## config.mk

```make
export PLATFORM = sky130hd
export DESIGN_NAME = fpe_flash_ctrl
export DESIGN_NICKNAME = d
export VERILOG_FILES = /design/src/verilog/fpe_pkg.sv /design/src/verilog/fpe_flash_ctrl.sv
export SDC_FILE = /design/constraint.sdc
export NUM_CORES = 1
export LEC_CHECK = 0
export ABC_AREA = 1
export BUFFER_PORTS_ARGS = -buffer_cell sky130_fd_sc_hd__buf_2
export CORE_AREA = 8 8 143 145
export CTS_BUF_LIST = sky130_fd_sc_hd__clkbuf_16
export DETAILED_ROUTE_END_ITERATION = 6
export DIE_AREA = 0 0 151 153
export GPL_ROUTABILITY_DRIVEN = 0
export SLEW_MARGIN = 20
export SYNTH_ARGS = -nofsm -noshare
export SYNTH_HDL_FRONTEND = slang
export SYNTH_SLANG_ARGS = --single-unit
```

## constraint.sdc

```tcl
create_clock -name clk -period 6.45 [get_ports clk]
set_clock_uncertainty 0.2 [all_clocks]
set_input_delay 0.9675 -clock clk [delete_from_list [all_inputs] [get_ports clk]]
set_output_delay 0.9675 -clock clk [all_outputs]
set_load 0.05 [all_outputs]
```

## src/verilog/fpe_pkg.sv

```systemverilog
// Package for the flash program and erase command block.
// Assumes a 10 MHz system clock and a plain register port with 32-bit data.
package fpe_pkg;

	localparam logic [3:0]  ADDR_TARGET      = 4'h0;
	localparam logic [3:0]  ADDR_WORD        = 4'h4;
	localparam logic [3:0]  ADDR_COMMAND     = 4'h8;

	localparam logic [15:0] CMD_KEY          = 16'ha442;
	localparam int          KEY_LSB          = 16;
	localparam int          BIT_PROGRAM      = 0;
	localparam int          BIT_ERASE        = 1;
	localparam int          OFFSET_W         = 14;
	localparam logic [31:0] RESET_ZERO       = 32'h0000_0000;

	localparam int          CLK_HZ           = 10_000_000;
	localparam int          PROGRAM_TIME_US  = 50;
	localparam int          ERASE_TIME_MS    = 25;
	localparam int          PROGRAM_CYCLES   = PROGRAM_TIME_US * (CLK_HZ / 1_000_000);
	localparam int          ERASE_CYCLES     = ERASE_TIME_MS * (CLK_HZ / 1_000);

	typedef enum logic [1:0]
	{
		FPE_IDLE    = 2'b00,
		FPE_PROGRAM = 2'b01,
		FPE_ERASE   = 2'b10
	} fpe_state_t;

	typedef struct packed
	{
		logic        go;
		logic        erase;
		logic [13:0] offset;
		logic [31:0] data;
	} fpe_array_cmd_t;

endpackage : fpe_pkg

```

## src/verilog/fpe_flash_ctrl.sv

```systemverilog
// Flash program and erase command register with offset and data registers.
// Assumes the array accepts one command pulse and the timers here model its run time.
//
// Behaviour
// - Page erase bit erases the page at the current target offset.
// - Page erase bit reads one while its erase runs, zero after.
// - Page erase finishes within 25 ms.
// - Program bit writes the data word at the target offset.
// - Program bit reads one while programming runs, zero after.
// - Word program finishes within 50 us.
// - Writing zero to a command bit changes nothing and aborts nothing.
// - A keyed command write made while idle with a command bit set launches the cycle at the target offset.
// - Target offset register supplies a 14-bit flash offset.
// - Data register holds the program word and is unused by erase.
//
// Design decisions made here: the address-and-strobe port and the placing of the registers.
`timescale 1ns/1ps
module fpe_flash_ctrl
	import fpe_pkg::*;
#(
	parameter int ERASE_COUNT   = ERASE_CYCLES,
	parameter int PROGRAM_COUNT = PROGRAM_CYCLES
)
(
	// Clock and reset.
	input  wire logic           clk,
	input  wire logic           rst,
	// Register port.
	input  wire logic [3:0]     reg_addr,
	input  wire logic [31:0]    reg_wdata,
	input  wire logic           reg_write,
	input  wire logic           reg_read,
	output logic      [31:0]    reg_rdata,
	// Flash array command.
	output fpe_array_cmd_t      array_cmd,
	output logic                array_busy
);

	// Counts above the bounds would let a run outlast its time limit.
	if (ERASE_COUNT < 1 || PROGRAM_COUNT < 1 || ERASE_COUNT > ERASE_CYCLES
		|| PROGRAM_COUNT > PROGRAM_CYCLES)
	begin : g_bad_counts
		$error("fpe_flash_ctrl: timing counts out of range");
	end

	localparam int PROG_BOUND = PROGRAM_CYCLES;

	logic [13:0]     flash_target_offset_q;
	logic [31:0]     flash_program_word_q;
	fpe_state_t      state_q;
	fpe_state_t      state_d;
	logic [31:0]     timer_q;
	logic [31:0]     timer_d;
	logic [31:0]     rdata_q;
	logic [31:0]     busy_len_q;
	fpe_array_cmd_t  cmd_q;

	wire wr_target  = reg_write && (reg_addr == ADDR_TARGET);
	wire wr_word    = reg_write && (reg_addr == ADDR_WORD);
	wire wr_command = reg_write && (reg_addr == ADDR_COMMAND);
	wire key_ok     = reg_wdata[31:KEY_LSB] == CMD_KEY;
	wire idle       = state_q == FPE_IDLE;
	// A write of zero starts nothing, so a running operation is left alone.
	// Writes during a running operation are dropped to keep the array stable.
	wire start_prog  = wr_command && key_ok && idle && reg_wdata[BIT_PROGRAM];
	// Program wins when both bits are set; software must not do that.
	wire start_erase = wr_command && key_ok && idle && reg_wdata[BIT_ERASE]
		&& !reg_wdata[BIT_PROGRAM];
	wire timer_done  = timer_q == 32'h0000_0001;

	wire prog_busy  = state_q == FPE_PROGRAM;
	wire erase_busy = state_q == FPE_ERASE;

	wire [31:0] cmd_view = {16'h0000, 14'h0000, erase_busy, prog_busy};
	wire [31:0] read_mux =
		(reg_addr == ADDR_TARGET)  ? {18'h00000, flash_target_offset_q} :
		(reg_addr == ADDR_WORD)    ? flash_program_word_q :
		(reg_addr == ADDR_COMMAND) ? cmd_view : RESET_ZERO;

	always_comb
	begin
		state_d = state_q;
		timer_d = timer_q;
		case (state_q)
			FPE_IDLE:
			begin
				if (start_prog)
				begin
					state_d = FPE_PROGRAM;
					timer_d = 32'(PROGRAM_COUNT);
				end
				else if (start_erase)
				begin
					state_d = FPE_ERASE;
					timer_d = 32'(ERASE_COUNT);
				end
			end
			FPE_PROGRAM, FPE_ERASE:
			begin
				timer_d = timer_q - 32'h0000_0001;
				if (timer_done)
					state_d = FPE_IDLE;
			end
			default:
			begin
				state_d = FPE_IDLE;
				timer_d = RESET_ZERO;
			end
		endcase
	end

	always_ff @(posedge clk or posedge rst)
	begin
		if (rst)
		begin
			state_q <= FPE_IDLE;
			timer_q <= RESET_ZERO;
		end
		else
		begin
			state_q <= state_d;
			timer_q <= timer_d;
		end
	end

	// The offset and data are locked while an operation runs so the array sees stable inputs.
	always_ff @(posedge clk or posedge rst)
	begin
		if (rst)
		begin
			flash_target_offset_q <= 14'h0000;
			flash_program_word_q  <= RESET_ZERO;
		end
		else
		begin
			if (wr_target && idle)
				flash_target_offset_q <= reg_wdata[OFFSET_W-1:0];
			if (wr_word && idle)
				flash_program_word_q <= reg_wdata;
		end
	end

	always_ff @(posedge clk or posedge rst)
	begin
		if (rst)
		begin
			cmd_q   <= '0;
			rdata_q <= RESET_ZERO;
		end
		else
		begin
			cmd_q.go     <= start_prog || start_erase;
			cmd_q.erase  <= start_erase;
			cmd_q.offset <= flash_target_offset_q;
			cmd_q.data   <= start_erase ? RESET_ZERO : flash_program_word_q;
			rdata_q      <= reg_read ? read_mux : RESET_ZERO;
		end
	end

	assign reg_rdata  = rdata_q;
	assign array_cmd  = cmd_q;
	assign array_busy = !idle;

	// An independent run-length count lets the time bounds be checked without trusting the timer.
	wire [31:0] busy_len_d = array_busy ? busy_len_q + 32'h0000_0001 : RESET_ZERO;

	always_ff @(posedge clk or posedge rst)
	begin
		if (rst)
			busy_len_q <= RESET_ZERO;
		else
			busy_len_q <= busy_len_d;
	end

	erase_bound_a: assert property (@(posedge clk) disable iff (rst)
		erase_busy |-> busy_len_q < 32'(ERASE_CYCLES))
		else $error("page erase ran too long");

	prog_bound_a: assert property (@(posedge clk) disable iff (rst)
		$rose(prog_busy) |-> ##[1:PROG_BOUND] !prog_busy)
		else $error("word program ran too long");

	erase_start_a: assert property (@(posedge clk) disable iff (rst)
		start_erase |=> erase_busy && cmd_q.go && cmd_q.erase)
		else $error("erase did not start");

	prog_start_a: assert property (@(posedge clk) disable iff (rst)
		start_prog |=> prog_busy && cmd_q.go && !cmd_q.erase
			&& cmd_q.data == $past(flash_program_word_q))
		else $error("program did not start with data");

	no_key_a: assert property (@(posedge clk) disable iff (rst)
		(wr_command && !key_ok && idle) |=> idle)
		else $error("unkeyed command started");

	zero_write_a: assert property (@(posedge clk) disable iff (rst)
		(wr_command && !idle && !timer_done) |=> !idle)
		else $error("write aborted operation");

	busy_read_a: assert property (@(posedge clk) disable iff (rst)
		(reg_read && reg_addr == ADDR_COMMAND) |=> reg_rdata[BIT_ERASE] == $past(erase_busy)
			&& reg_rdata[31:KEY_LSB] == 16'h0000)
		else $error("command readback wrong");

	prog_read_a: assert property (@(posedge clk) disable iff (rst)
		(reg_read && reg_addr == ADDR_COMMAND) |=> reg_rdata[BIT_PROGRAM] == $past(prog_busy))
		else $error("program busy readback wrong");

	offset_cmd_a: assert property (@(posedge clk) disable iff (rst)
		(start_prog || start_erase) |=> cmd_q.offset == $past(flash_target_offset_q))
		else $error("command offset wrong");

	erase_data_a: assert property (@(posedge clk) disable iff (rst)
		start_erase |=> cmd_q.data == RESET_ZERO)
		else $error("erase used data word");

	launch_a: assert property (@(posedge clk) disable iff (rst)
		(wr_command && key_ok && idle && (reg_wdata[1:0] != 2'b00)) |=> !idle)
		else $error("keyed command did not launch");

	// Run lengths are judged on the separate count, so a stuck timer cannot hide.
	prog_len_a: assert property (@(posedge clk) disable iff (rst)
		prog_busy |-> busy_len_q < 32'(PROGRAM_CYCLES))
		else $error("word program exceeded its bound");

	prog_exact_a: assert property (@(posedge clk) disable iff (rst)
		$fell(prog_busy) |-> busy_len_q == 32'(PROGRAM_COUNT))
		else $error("word program length wrong");

	erase_exact_a: assert property (@(posedge clk) disable iff (rst)
		$fell(erase_busy) |-> busy_len_q == 32'(ERASE_COUNT))
		else $error("page erase length wrong");

	run_end_a: assert property (@(posedge clk) disable iff (rst)
		$fell(array_busy) |-> $past(timer_done))
		else $error("operation ended early");

	busy_cmd_a: assert property (@(posedge clk) disable iff (rst)
		(wr_command && !idle && !timer_done) |=> timer_q == $past(timer_q) - 32'h0000_0001)
		else $error("write disturbed running operation");

	go_pulse_a: assert property (@(posedge clk) disable iff (rst)
		cmd_q.go |=> !cmd_q.go)
		else $error("array go longer than one cycle");

	go_busy_a: assert property (@(posedge clk) disable iff (rst)
		$rose(array_busy) |-> cmd_q.go)
		else $error("busy without array go");

	go_idle_a: assert property (@(posedge clk) disable iff (rst)
		!(start_prog || start_erase) |=> !cmd_q.go)
		else $error("array go without command");

	erase_flag_a: assert property (@(posedge clk) disable iff (rst)
		cmd_q.erase |-> cmd_q.go)
		else $error("erase flag without go");

	erase_go_a: assert property (@(posedge clk) disable iff (rst)
		(cmd_q.go && cmd_q.erase) |-> erase_busy)
		else $error("erase go without erase busy");

	prog_go_a: assert property (@(posedge clk) disable iff (rst)
		(cmd_q.go && !cmd_q.erase) |-> prog_busy)
		else $error("program go without program busy");

	prog_data_a: assert property (@(posedge clk) disable iff (rst)
		(cmd_q.go && !cmd_q.erase) |-> cmd_q.data == flash_program_word_q)
		else $error("program go with wrong word");

	erase_clear_a: assert property (@(posedge clk) disable iff (rst)
		(erase_busy && timer_done) |=> !erase_busy)
		else $error("erase busy did not clear");

	prog_clear_a: assert property (@(posedge clk) disable iff (rst)
		(prog_busy && timer_done) |=> !prog_busy)
		else $error("program busy did not clear");

	cmd_rsvd_a: assert property (@(posedge clk) disable iff (rst)
		(reg_read && reg_addr == ADDR_COMMAND) |=> reg_rdata[15:2] == 14'h0000)
		else $error("command spare bits not zero");

	offset_hold_a: assert property (@(posedge clk) disable iff (rst)
		!idle |=> $stable(flash_target_offset_q))
		else $error("offset changed while busy");

	word_hold_a: assert property (@(posedge clk) disable iff (rst)
		!idle |=> $stable(flash_program_word_q))
		else $error("program word changed while busy");

	offset_load_a: assert property (@(posedge clk) disable iff (rst)
		(wr_target && idle) |=> flash_target_offset_q == $past(reg_wdata[OFFSET_W-1:0]))
		else $error("offset write lost");

	word_load_a: assert property (@(posedge clk) disable iff (rst)
		(wr_word && idle) |=> flash_program_word_q == $past(reg_wdata))
		else $error("program word write lost");

	target_read_a: assert property (@(posedge clk) disable iff (rst)
		(reg_read && reg_addr == ADDR_TARGET) |=> reg_rdata == {18'h00000, $past(flash_target_offset_q)})
		else $error("offset readback wrong");

	word_read_a: assert property (@(posedge clk) disable iff (rst)
		(reg_read && reg_addr == ADDR_WORD) |=> reg_rdata == $past(flash_program_word_q))
		else $error("program word readback wrong");

endmodule : fpe_flash_ctrl

```

Word level (Yosys, flattened, before mapping)
Cells that the tools add are included.
- register bits after elaboration: 160
- input bits: 40
- output and inout port bits: 81
- word-level logic and storage cells: 47
- add/subtract/negate cells: 1
- equality and inequality tests: 8
- muxes and demuxes: 12
- reduce and logical (&&, ||, !) cells: 17
- operators with widths (operator ; count):
    32-bit 2-to-1 mux ; 6
    32-bit one-hot mux with 2 select lines ; 1
    32-bit by 1-bit == test with 1-bit output, second input constant ; 1
    32-bit by 1-bit subtractor with 32-bit output, second input constant ; 1
    16-bit == test, second input constant ; 1
    1-bit logical AND ; 10
    2-bit 2-to-1 mux ; 4
    4-bit by 3-bit == test with 1-bit output, second input constant ; 1
    4-bit == test, second input constant ; 1
    4-bit logical NOT ; 1
    2-bit one-hot mux with 2 select lines ; 1
    3-bit by 1-bit != test with 1-bit output, second input constant ; 1
    2-bit by 1-bit == test with 1-bit output, second input constant ; 1
    2-bit == test, second input constant ; 1
    1-bit logical NOT ; 2
    2-bit logical NOT ; 1
    2-bit != test, second input constant ; 1
    2-bit AND reduction ; 1
    2-bit OR reduction ; 1
    1-bit logical OR ; 1

Logic depth before layout (Yosys ltp)
Gate-level depths: netlist (run 1).
- depth after elaboration: 9
- gate-level depth with buffers: 12
- depth with buffers taken out: 11

Worst setup path after synthesis (run 1)
OpenSTA, ideal clock, no wires.
- kind: input -> register
- from: input port reg_addr[1]
- to: register cmd_q (netlist bit array_cmd[11])
- arrival: 2.072 ns
- required time: 6.137 ns
- path slack: 4.066 ns
- stages: 10
- buffers on the path: 2
- path through: nor2_1 -> inv_1 -> nor2_1 -> nand2_1 -> nor2_2 -> nand4_2 -> buf_2 -> buf_2 -> nand2_1 -> inv_1
- longest elaborated chain between the ends: 7
- RTL lines (what ; RTL line ; RTL):
    from (decl) ; fpe_flash_ctrl.sv:29 ; input wire logic [3:0] reg_addr,
    4-bit == test ; fpe_flash_ctrl.sv:60 ; wire wr_command = reg_write && (reg_addr == ADDR_COMMAND);
    1-bit logical AND ; fpe_flash_ctrl.sv:60 ;
    1-bit logical AND (3 in a row) ; fpe_flash_ctrl.sv:67 ; wire start_erase = wr_command && key_ok && idle && reg_wdata[BIT_ERASE]
    1-bit logical AND ; fpe_flash_ctrl.sv:68 ; && !reg_wdata[BIT_PROGRAM];
    32-bit 2-to-1 mux ; fpe_flash_ctrl.sv:155 ; cmd_q.data <= start_erase ? RESET_ZERO : flash_program_word_q;
    to (decl) ; fpe_flash_ctrl.sv:56 ; fpe_array_cmd_t cmd_q;
No other way between the ends.
A chain may end at the register's enable or synchronous reset.

Worst setup path in the final report (run 1)
- from: register state_q[0]
- to: register timer_q[2]
- longest elaborated chain between the ends: 5
- elaborated cells on any way between the ends: 11
- those cells by class: 3 x eq/ne; 2 x mux; 6 x reduce/logical
- RTL lines (what ; RTL line ; RTL):
    from (decl) ; fpe_flash_ctrl.sv:50 ; fpe_state_t state_q;
    from (signal assigned) ; fpe_flash_ctrl.sv:121 ; state_q <= state_d;
    2-bit logical NOT ; fpe_flash_ctrl.sv:62, fpe_flash_ctrl.sv:84 ;
    1-bit logical AND ; fpe_flash_ctrl.sv:65, fpe_flash_ctrl.sv:67 ;
    1-bit logical AND (on tied branches) ; fpe_flash_ctrl.sv:65, fpe_flash_ctrl.sv:67 ;
    32-bit 2-to-1 mux / 1-bit logical AND (equally long branches) ; fpe_flash_ctrl.sv:87, fpe_flash_ctrl.sv:68 ;
    32-bit one-hot mux with 2 select lines / 3-bit by 1-bit != test with 1-bit output (equally long branches) ; - ;
    to (signal assigned) ; fpe_flash_ctrl.sv:122 ; timer_q <= timer_d;
    to (decl) ; fpe_flash_ctrl.sv:52 ; logic [31:0] timer_q;
Parallel ways exist; a longest one is shown, timed or not.

==> results.md, run 1 <==
* Synth warn at 0
* WL/cell at 14.4 um
* Leak at between 4 and 5 nW
* Largest net degree at the start of global routing at between 90 and 100
* DR pass1 iterations at 4
* Util after Layout at approximately 47%
* Storage cell area at 0.00400 sq mm
* Top-area cell type share of the netlist area at 55.9%
* N_diodes at 0
* HP Class: reg2reg
* 1st-iter DRT viols at approximately 400
* Tmin final at approximately 2.9 ns
* PwrDens at roughly 460 mW/mm^2
* Most used cell, CP: a21oi_1
* Seq cells post-synth at 160
* Area of the multi-input gates at around 0.0025 sq mm
* Core area at 0.0183 sq mm
* Synthesized area at between 0.007 and 0.008 sq mm
* Clk_lat worst skew at 0.43 ns
* Die ar. at 0.0231 sq mm
* Overall power at around 4 mW
* Number of placement rows at 50
* Share of layout cells above drive strength 1 at 16.4%
* Cell taking the most area after synthesis: dfrtp_1
* CTS root buf: clkbuf_16
* GR Util met1 at 19.8%
* Syn_area_per_cell at 8.08 sq um
* First-pass GRT wire length at between 20000 and 30000 um
* CP Max Fanout at 17
* Worst-path clk slew at 0.06 ns
* WP data required at 6.57 ns
* Crit path launch type: register
* Vias per inst at around 4.7
* Die Width at 151 um
* Post-CTS Setup Bufs at 0
* Levels on crit path at 8
* Clk buf depth at 2
* Setup ws final at 3.56 ns
* GR Util All Layers at ~16%
* Final non-filler cell total at 1244
* Post-synthesis sequential area ratio at 55.9%
* Initial antenna violation count at 0
* Grt total ovfl at 0
* Endpoint class of the critical path: register
* Final hold violation count at 0
* Clk sinks at 160
* FMAX at about 0.35 GHz
* CTS resizes at 0
* Final #Nets at 1044
* Grt peak-use layer: met2
* Ranking of synthesized cells by area: dfrtp_1 (56%), nand2_1 (12%), inv_1 (6.9%), nor2_1 (6.1%), nand3_1 (5.3%)
* IO Count at approximately 120
* Worst Reg-to-Reg Cells at 8
* CTS buffer count at 17
* Fill count at 1838
* Met2 Resource Use GR at 26.3%
* Vias after detailed routing at around 5900
* Final setup violation count at 0
* Syn_nets at 932
* Final Cell Area at 0.00852 sq mm
* Synth Instances at about 900
* Hold WS at around 0.2 ns
* Critical Path, Cell by Cell: inv_1 -> ha_1 -> clkinv_1 -> a21oi_1 -> o21ai_0 -> a21oi_1 -> nand2_1 -> o21ai_1
* H-tree levels at 4
* Peak VDD IR at 0.254 mV
* Type of the worst setup path: reg2reg
* Post-DP Area at 0.00793 sq mm
* WL final at 17900 um
* Vias in the first global route at 5604
* Crit path buf inv count at 2
* Starting Density at 39.2%
* Netlist cell types at 29
* CP delay by family, top: buffers and inverters
* Worst slack at placement at between 3 and 4 ns
* Drt drc at 0
* Max-cap viol count at 0
* Vert. Die Dim at 153 um
* Slew HR at 41.7%
* Status: finished clean
* Cells after DPL at between 1000 and 1500
* Slew Viols, Final at 0
* DP HPWL at 12600 um
* I/O Buffers at 120
* Synth-to-layout area growth at 18.9%
* Arrival time at the worst endpoint at between 3 and 4 ns
* CTS tree: built
* Hold path cells at 0
* Unrepaired setup endpoints after global routing: false
* Setup TNS at 0 ns
* Worst-margin pin slew at 0.875 ns
* Period utilization at 44.9%
* GR Util met3 at 3.90%
* Max incr delay on CP at 0.72 ns
* CTS Hold Bufs at 0
* Slowest cell on crit path: ha_1
* Routed Antenna Nets at 0
registers in the layout (all words and copies together) (netlist names):
signal and cells:
state_q 2, flash_target_offset_q 14, flash_program_word_q 32, array_cmd 48
timer_q 32, reg_rdata 32
cell type report:
| class | count | share of cell area (%) |
|---|---|---|
| clock inverters | 14 | 1.84 |
| flip-flops and latches | 160 | 47.0 |
| clock buffers | 17 | 4.99 |
| inverters | 136 | 6.05 |
| well taps | 234 | 3.44 |
| multi-input cells | 561 | 29.4 |
| repair buffers | 122 | 7.23 |
metal layers:
| layer | vias to the layer above | part of all wire [%] |
|---|---|---|
| met1 | 2746 | 45 |
| met2 | 124 | 47 |
| met5 | - | 0 |
| met4 | 0 | 0.87 |
| met3 | 15 | 6.2 |
| li1 | 2968 | - |
power breakdown:
| part | switching, mW | internal (mW) |
|---|---|---|
| Combinational | 1.08 | 0.357 |
| Clock | 0.425 | 0.575 |
| Sequential | 0.191 | 1.28 |
Yosys cell counts:
| master | number |
|---|---|
| o21ai_0 | 44 |
| nand4_2 | 1 |
| o21ai_1 | 17 |
| buf_6 | 2 |
| nor2b_1 | 1 |
| nand2_2 | 2 |
| inv_1 | 131 |
| or2_2 | 1 |
| inv_2 | 3 |
| buf_4 | 4 |
| nand2_1 | 234 |
| clkbuf_1 | 18 |
| xor2_1 | 3 |
| nor2_1 | 116 |
| nor3_1 | 6 |
| nor2_4 | 2 |
| nand2_4 | 1 |
| nand3_4 | 1 |
| nand3_1 | 76 |
| dfrtp_1 | 160 |
| nand3_2 | 1 |
| nand4_1 | 18 |
| buf_2 | 5 |
| a21oi_1 | 27 |
| nor2_2 | 1 |
| or2_1 | 1 |
| a31oi_1 | 2 |
| clkinv_1 | 2 |
| ha_1 | 6 |
final timing paths:
kind	from	end	slack, ns
max	state_q[0]$_DFFE_PP0P_	timer_q[2]$_DFFE_PP0P_	3.56
min	flash_target_offset_q[5]$_DFFE_PP0P_	array_cmd[37]$_DFF_PP0_	0.20
max reg2reg	state_q[0]$_DFFE_PP0P_	timer_q[2]$_DFFE_PP0P_	3.56
min reg2reg	flash_target_offset_q[5]$_DFFE_PP0P_	array_cmd[37]$_DFF_PP0_	0.20
max in group asynchronous	rst	flash_target_offset_q[0]$_DFFE_PP0P_	4.14
min in group asynchronous	rst	array_cmd[22]$_DFF_PP0_	0.52
cell usage in the layout (no fill, tap or decap), types with 2 or more instances in the layout:
master and n:
o21ai_1 17, clkbuf_16 17, xor2_1 3, inv_8 2
o21ai_0 44, nand3_1 76, inv_1 131, inv_2 3
nor2_1 116, nand4_1 18, nor2_4 2, a31oi_1 2
bufinv_16 2, buf_4 2, a21oi_1 27, buf_2 120
nor3_1 6, inv_6 4, dfrtp_1 160, nand2_1 234
nand2_4 2, clkinv_1 2, ha_1 6, clkinvlp_4 4
kinds of logic (layout without fill, tap and decap cells):
kind of cell	after synthesis	in the layout	share of synthesized area, %
buffers and inverters	165	289	9.15
DFF	160	160	55.9
adders and majority gates	6	6	1.05
xor gates and xnor gates	3	3	0.367
AOI/OAI and AO/OA	90	90	6.32
and+or+nand+nor	462	462	27.2
(Power assumes the default switching activity.)
==> inputs of run 2 (changes only) <==
==> constraint.sdc (replaced) <==
create_clock -name clk -period 3 [get_ports clk]
set_clock_uncertainty 0.2 [all_clocks]
set_input_delay 0.45 -clock clk [delete_from_list [all_inputs] [get_ports clk]]
set_output_delay 0.45 -clock clk [all_outputs]
set_load 0.05 [all_outputs]
==> results.md, run 2 (same netlist as run 1, synthesis figures left out) <==
* Endpoint class of the critical path: register (unchanged)
* Final setup violation count at 0 (unchanged)
* IO Count at 121 (unchanged)
* Number of placement rows at 50 (unchanged)
* Met3 wire length at 1140 um (was 1110 um)
* Worst-path clk slew at 0.06 ns (about the same)
* Post-DP Area at 0.00806 sq mm (was 0.00793 sq mm)
* Clk buf depth at 2 (unchanged)
* Die Width at 151 um (unchanged)
* Worst R2R Start: state_q[0]$_DFFE_PP0P_ (unchanged)
* Largest register FFs at 48 (unchanged)
* FF-to-FF setup slack at 0.60 ns (was 3.56 ns)
* Peak VDD IR at 0.502 mV (was 0.254 mV)
* CTS resizes at 0 (unchanged)
* Cells after DPL at 1227 (was 1213)
* H-tree levels at 4 (unchanged)
* Vert. Die Dim at 153 um (unchanged)
* CTS tree: built (unchanged)
* Setup ws final at 0.602 ns (was 3.56 ns)
* Slew Viols, Final at 0 (unchanged)
* Arrival time at the worst endpoint at 2.56 ns (was 3.02 ns)
* CP Max Fanout at 24 (was 17)
* N_diodes at 0 (unchanged)
* Setup TNS at 0 ns (unchanged)
* Initial antenna violation count at 0 (unchanged)
* First-pass GRT wire length at 29600 um (was 28700 um)
* CP delay by family, top: simple AND/OR/NAND/NOR gates (was buffers and inverters)
* WL/cell at 14.7 um (was 14.4 um)
* Status: finished clean (unchanged)
* Tmin final at 2.40 ns (was 2.89 ns)
* Highest Signal Layer: met4 (unchanged)
* DR WL met2 at 9040 um (was 8490 um)
* Clk_lat worst skew at 0.43 ns (about the same)
* Die ar. at 0.0231 sq mm (unchanged)
* DR pass1 iterations at 5 (was 4)
* HP Class: in2reg (was reg2reg)
* Grt total ovfl at 0 (unchanged)
* Critical Path, Cell by Cell: inv_1 -> ha_1 -> nand2_1 -> inv_2 -> nand4_1 -> nor2_2 -> nand3_4 -> nand3_2 -> buf_4 -> nand3_1 -> nand2_1 (was inv_1 -> ha_1 -> clkinv_1 -> a21oi_1 -> o21ai_0 -> a21oi_1 -> nand2_1 -> o21ai_1)
* I/O Buffers at 120 (unchanged)
* Worst-margin pin slew at 0.688 ns (was 0.875 ns)
* Vias after detailed routing at 5944 (was 5853)
* Clk sinks at 160 (unchanged)
* Met1 WL at 8210 um (was 8130 um)
* DP HPWL at 13200 um (was 12600 um)
* Routed Antenna Nets at 0 (unchanged)
* Vias in the first global route at 5706 (was 5604)
* Final hold violation count at 0 (unchanged)
* WP data required at 3.16 ns (was 6.57 ns)
* Max incr delay on CP at 0.41 ns (was 0.72 ns)
* Worst slack at placement at 0.426 ns (was 3.05 ns)
* Slowest cell on crit path: dfrtp_1 (was ha_1)
* Core area at 0.0183 sq mm (unchanged)
* Leak at 4.79 nW (was 4.72 nW)
* Slew HR at 54.0% (was 41.7%)
* Vias per inst at 4.72 (was 4.70)
* Unrepaired setup endpoints after global routing: false (unchanged)
* Leading cell type in the layout, fill and taps excluded: nand2_1 (unchanged)
* CP startpoint: state_q[0]$_DFFE_PP0P_ (unchanged)
* CTS buffer count at 17 (unchanged)
* CTS root buf: clkbuf_16 (unchanged)
* Share of layout cells above drive strength 1 at 17.4% (was 16.4%)
* Largest net degree at the start of global routing at 65 (was 91)
* Final Cell Area at 0.00865 sq mm (was 0.00852 sq mm)
* Final non-filler cell total at 1260 (was 1244)
* Overall power at 8.50 mW (was 3.91 mW)
* Commonest cells after routing, fill and taps aside: nand2_1 (234), dfrtp_1 (160), inv_1 (130) (was nand2_1 (234), dfrtp_1 (160), inv_1 (131))
* Post-CTS Setup Bufs at 0 (unchanged)
* WL final at 18600 um (was 17900 um)
* Most used cell, CP: nand2_1 (was a21oi_1)
* Crit path launch type: register (unchanged)
* Period utilization at 79.9% (was 44.9%)
* PwrDens at 982 mW/mm^2 (was 459 mW/mm^2)
* GR Util All Layers at 16.2% (was 15.7%)
* FMAX at 0.417 GHz (was 0.345 GHz)
* Type of the worst setup path: reg2reg (unchanged)
* Fill count at 1784 (was 1838)
* Synth-to-layout area growth at 20.8% (was 18.9%)
* Crit path buf inv count at 3 (was 2)
* Hold Startpoint: reg_wdata[13] (was flash_target_offset_q[5]$_DFFE_PP0P_)
* Starting Density at 39.2% (unchanged)
* Drt drc at 0 (unchanged)
* Max-cap viol count at 0 (unchanged)
* Final #Nets at 1059 (was 1044)
* 1st-iter DRT viols at 371 (was 401)
==> run 2: changes by cell type in the layout (fill, tap and decap cells not counted), sizes merged <==
cell / change
inv: -2
dlygate4sd3: +1
clkinv: +4
clkinvlp: -1
buf: +14
==> run 2: final timing paths <==
path                            cells after the start                                    to
max in group asynchronous                           4               reg_rdata[14]$_DFF_PP0_
worst min-delay path                                3  flash_program_word_q[13]$_DFFE_PP0P_
worst max-delay path                               11                timer_q[0]$_DFFE_PP0P_
min in group asynchronous                           3               array_cmd[28]$_DFF_PP0_
worst max register to register                     11                timer_q[0]$_DFFE_PP0P_
worst min register to register                      0               array_cmd[45]$_DFF_PP0_
==> run 2: tightest hold or removal path: cells and delay by family <==
kind                   cells  cell delay [ns]
buffers and inverters      2             0.15
AO/OA/AOI/OAI              1             0.06
==> run 2: timing repair <==
| item | 4_1_cts | 5_1_grt |
|---|---|---|
| endpoints found under the setup margin | 0 | 0 |
| hold buffers | 1 | 0 |
| hold endpoints to repair | 5 | 0 |
==> run 2: final cells by class <==
class,count,area (sq um),area share [%]
Inverter,136,514,5.94
Timing Repair Buffer,137,756,8.73
Tap cell,234,293,3.38
Clock buffer,17,425,4.92
Sequential cell,160,4000,46.3
Multi-Input combinational cell,561,2500,28.9
Clock inverter,15,158,1.82
==> run 2: power breakdown <==
part	switching (mW)	leakage, nW	total (mW)	internal (mW)
sequential	0.408	2.07	3.17	2.76
clock	0.915	0.281	2.15	1.24
combinational	2.36	2.44	3.18	0.812
total	3.69	4.79	8.50	4.81
==> run 2: routing by layer <==
metal | vias up | global-route usage (%)
met4 | 0 | 4.43
met2 | 134 | 26.8
met5 | - | 0
met3 | 13 | 3.99
met1 | 2793 | 20.6
li1 | 3004 | -
==> run 2: through the flow <==
step	utilization (%)	hold slack, ns
after CTS	47.4	0.0667
after floorplan	-	0.174
final	47.4	0.0855
after global placement	44.1	0.183
after global routing	47.4	0.0844
after detailed placement	44.1	0.185
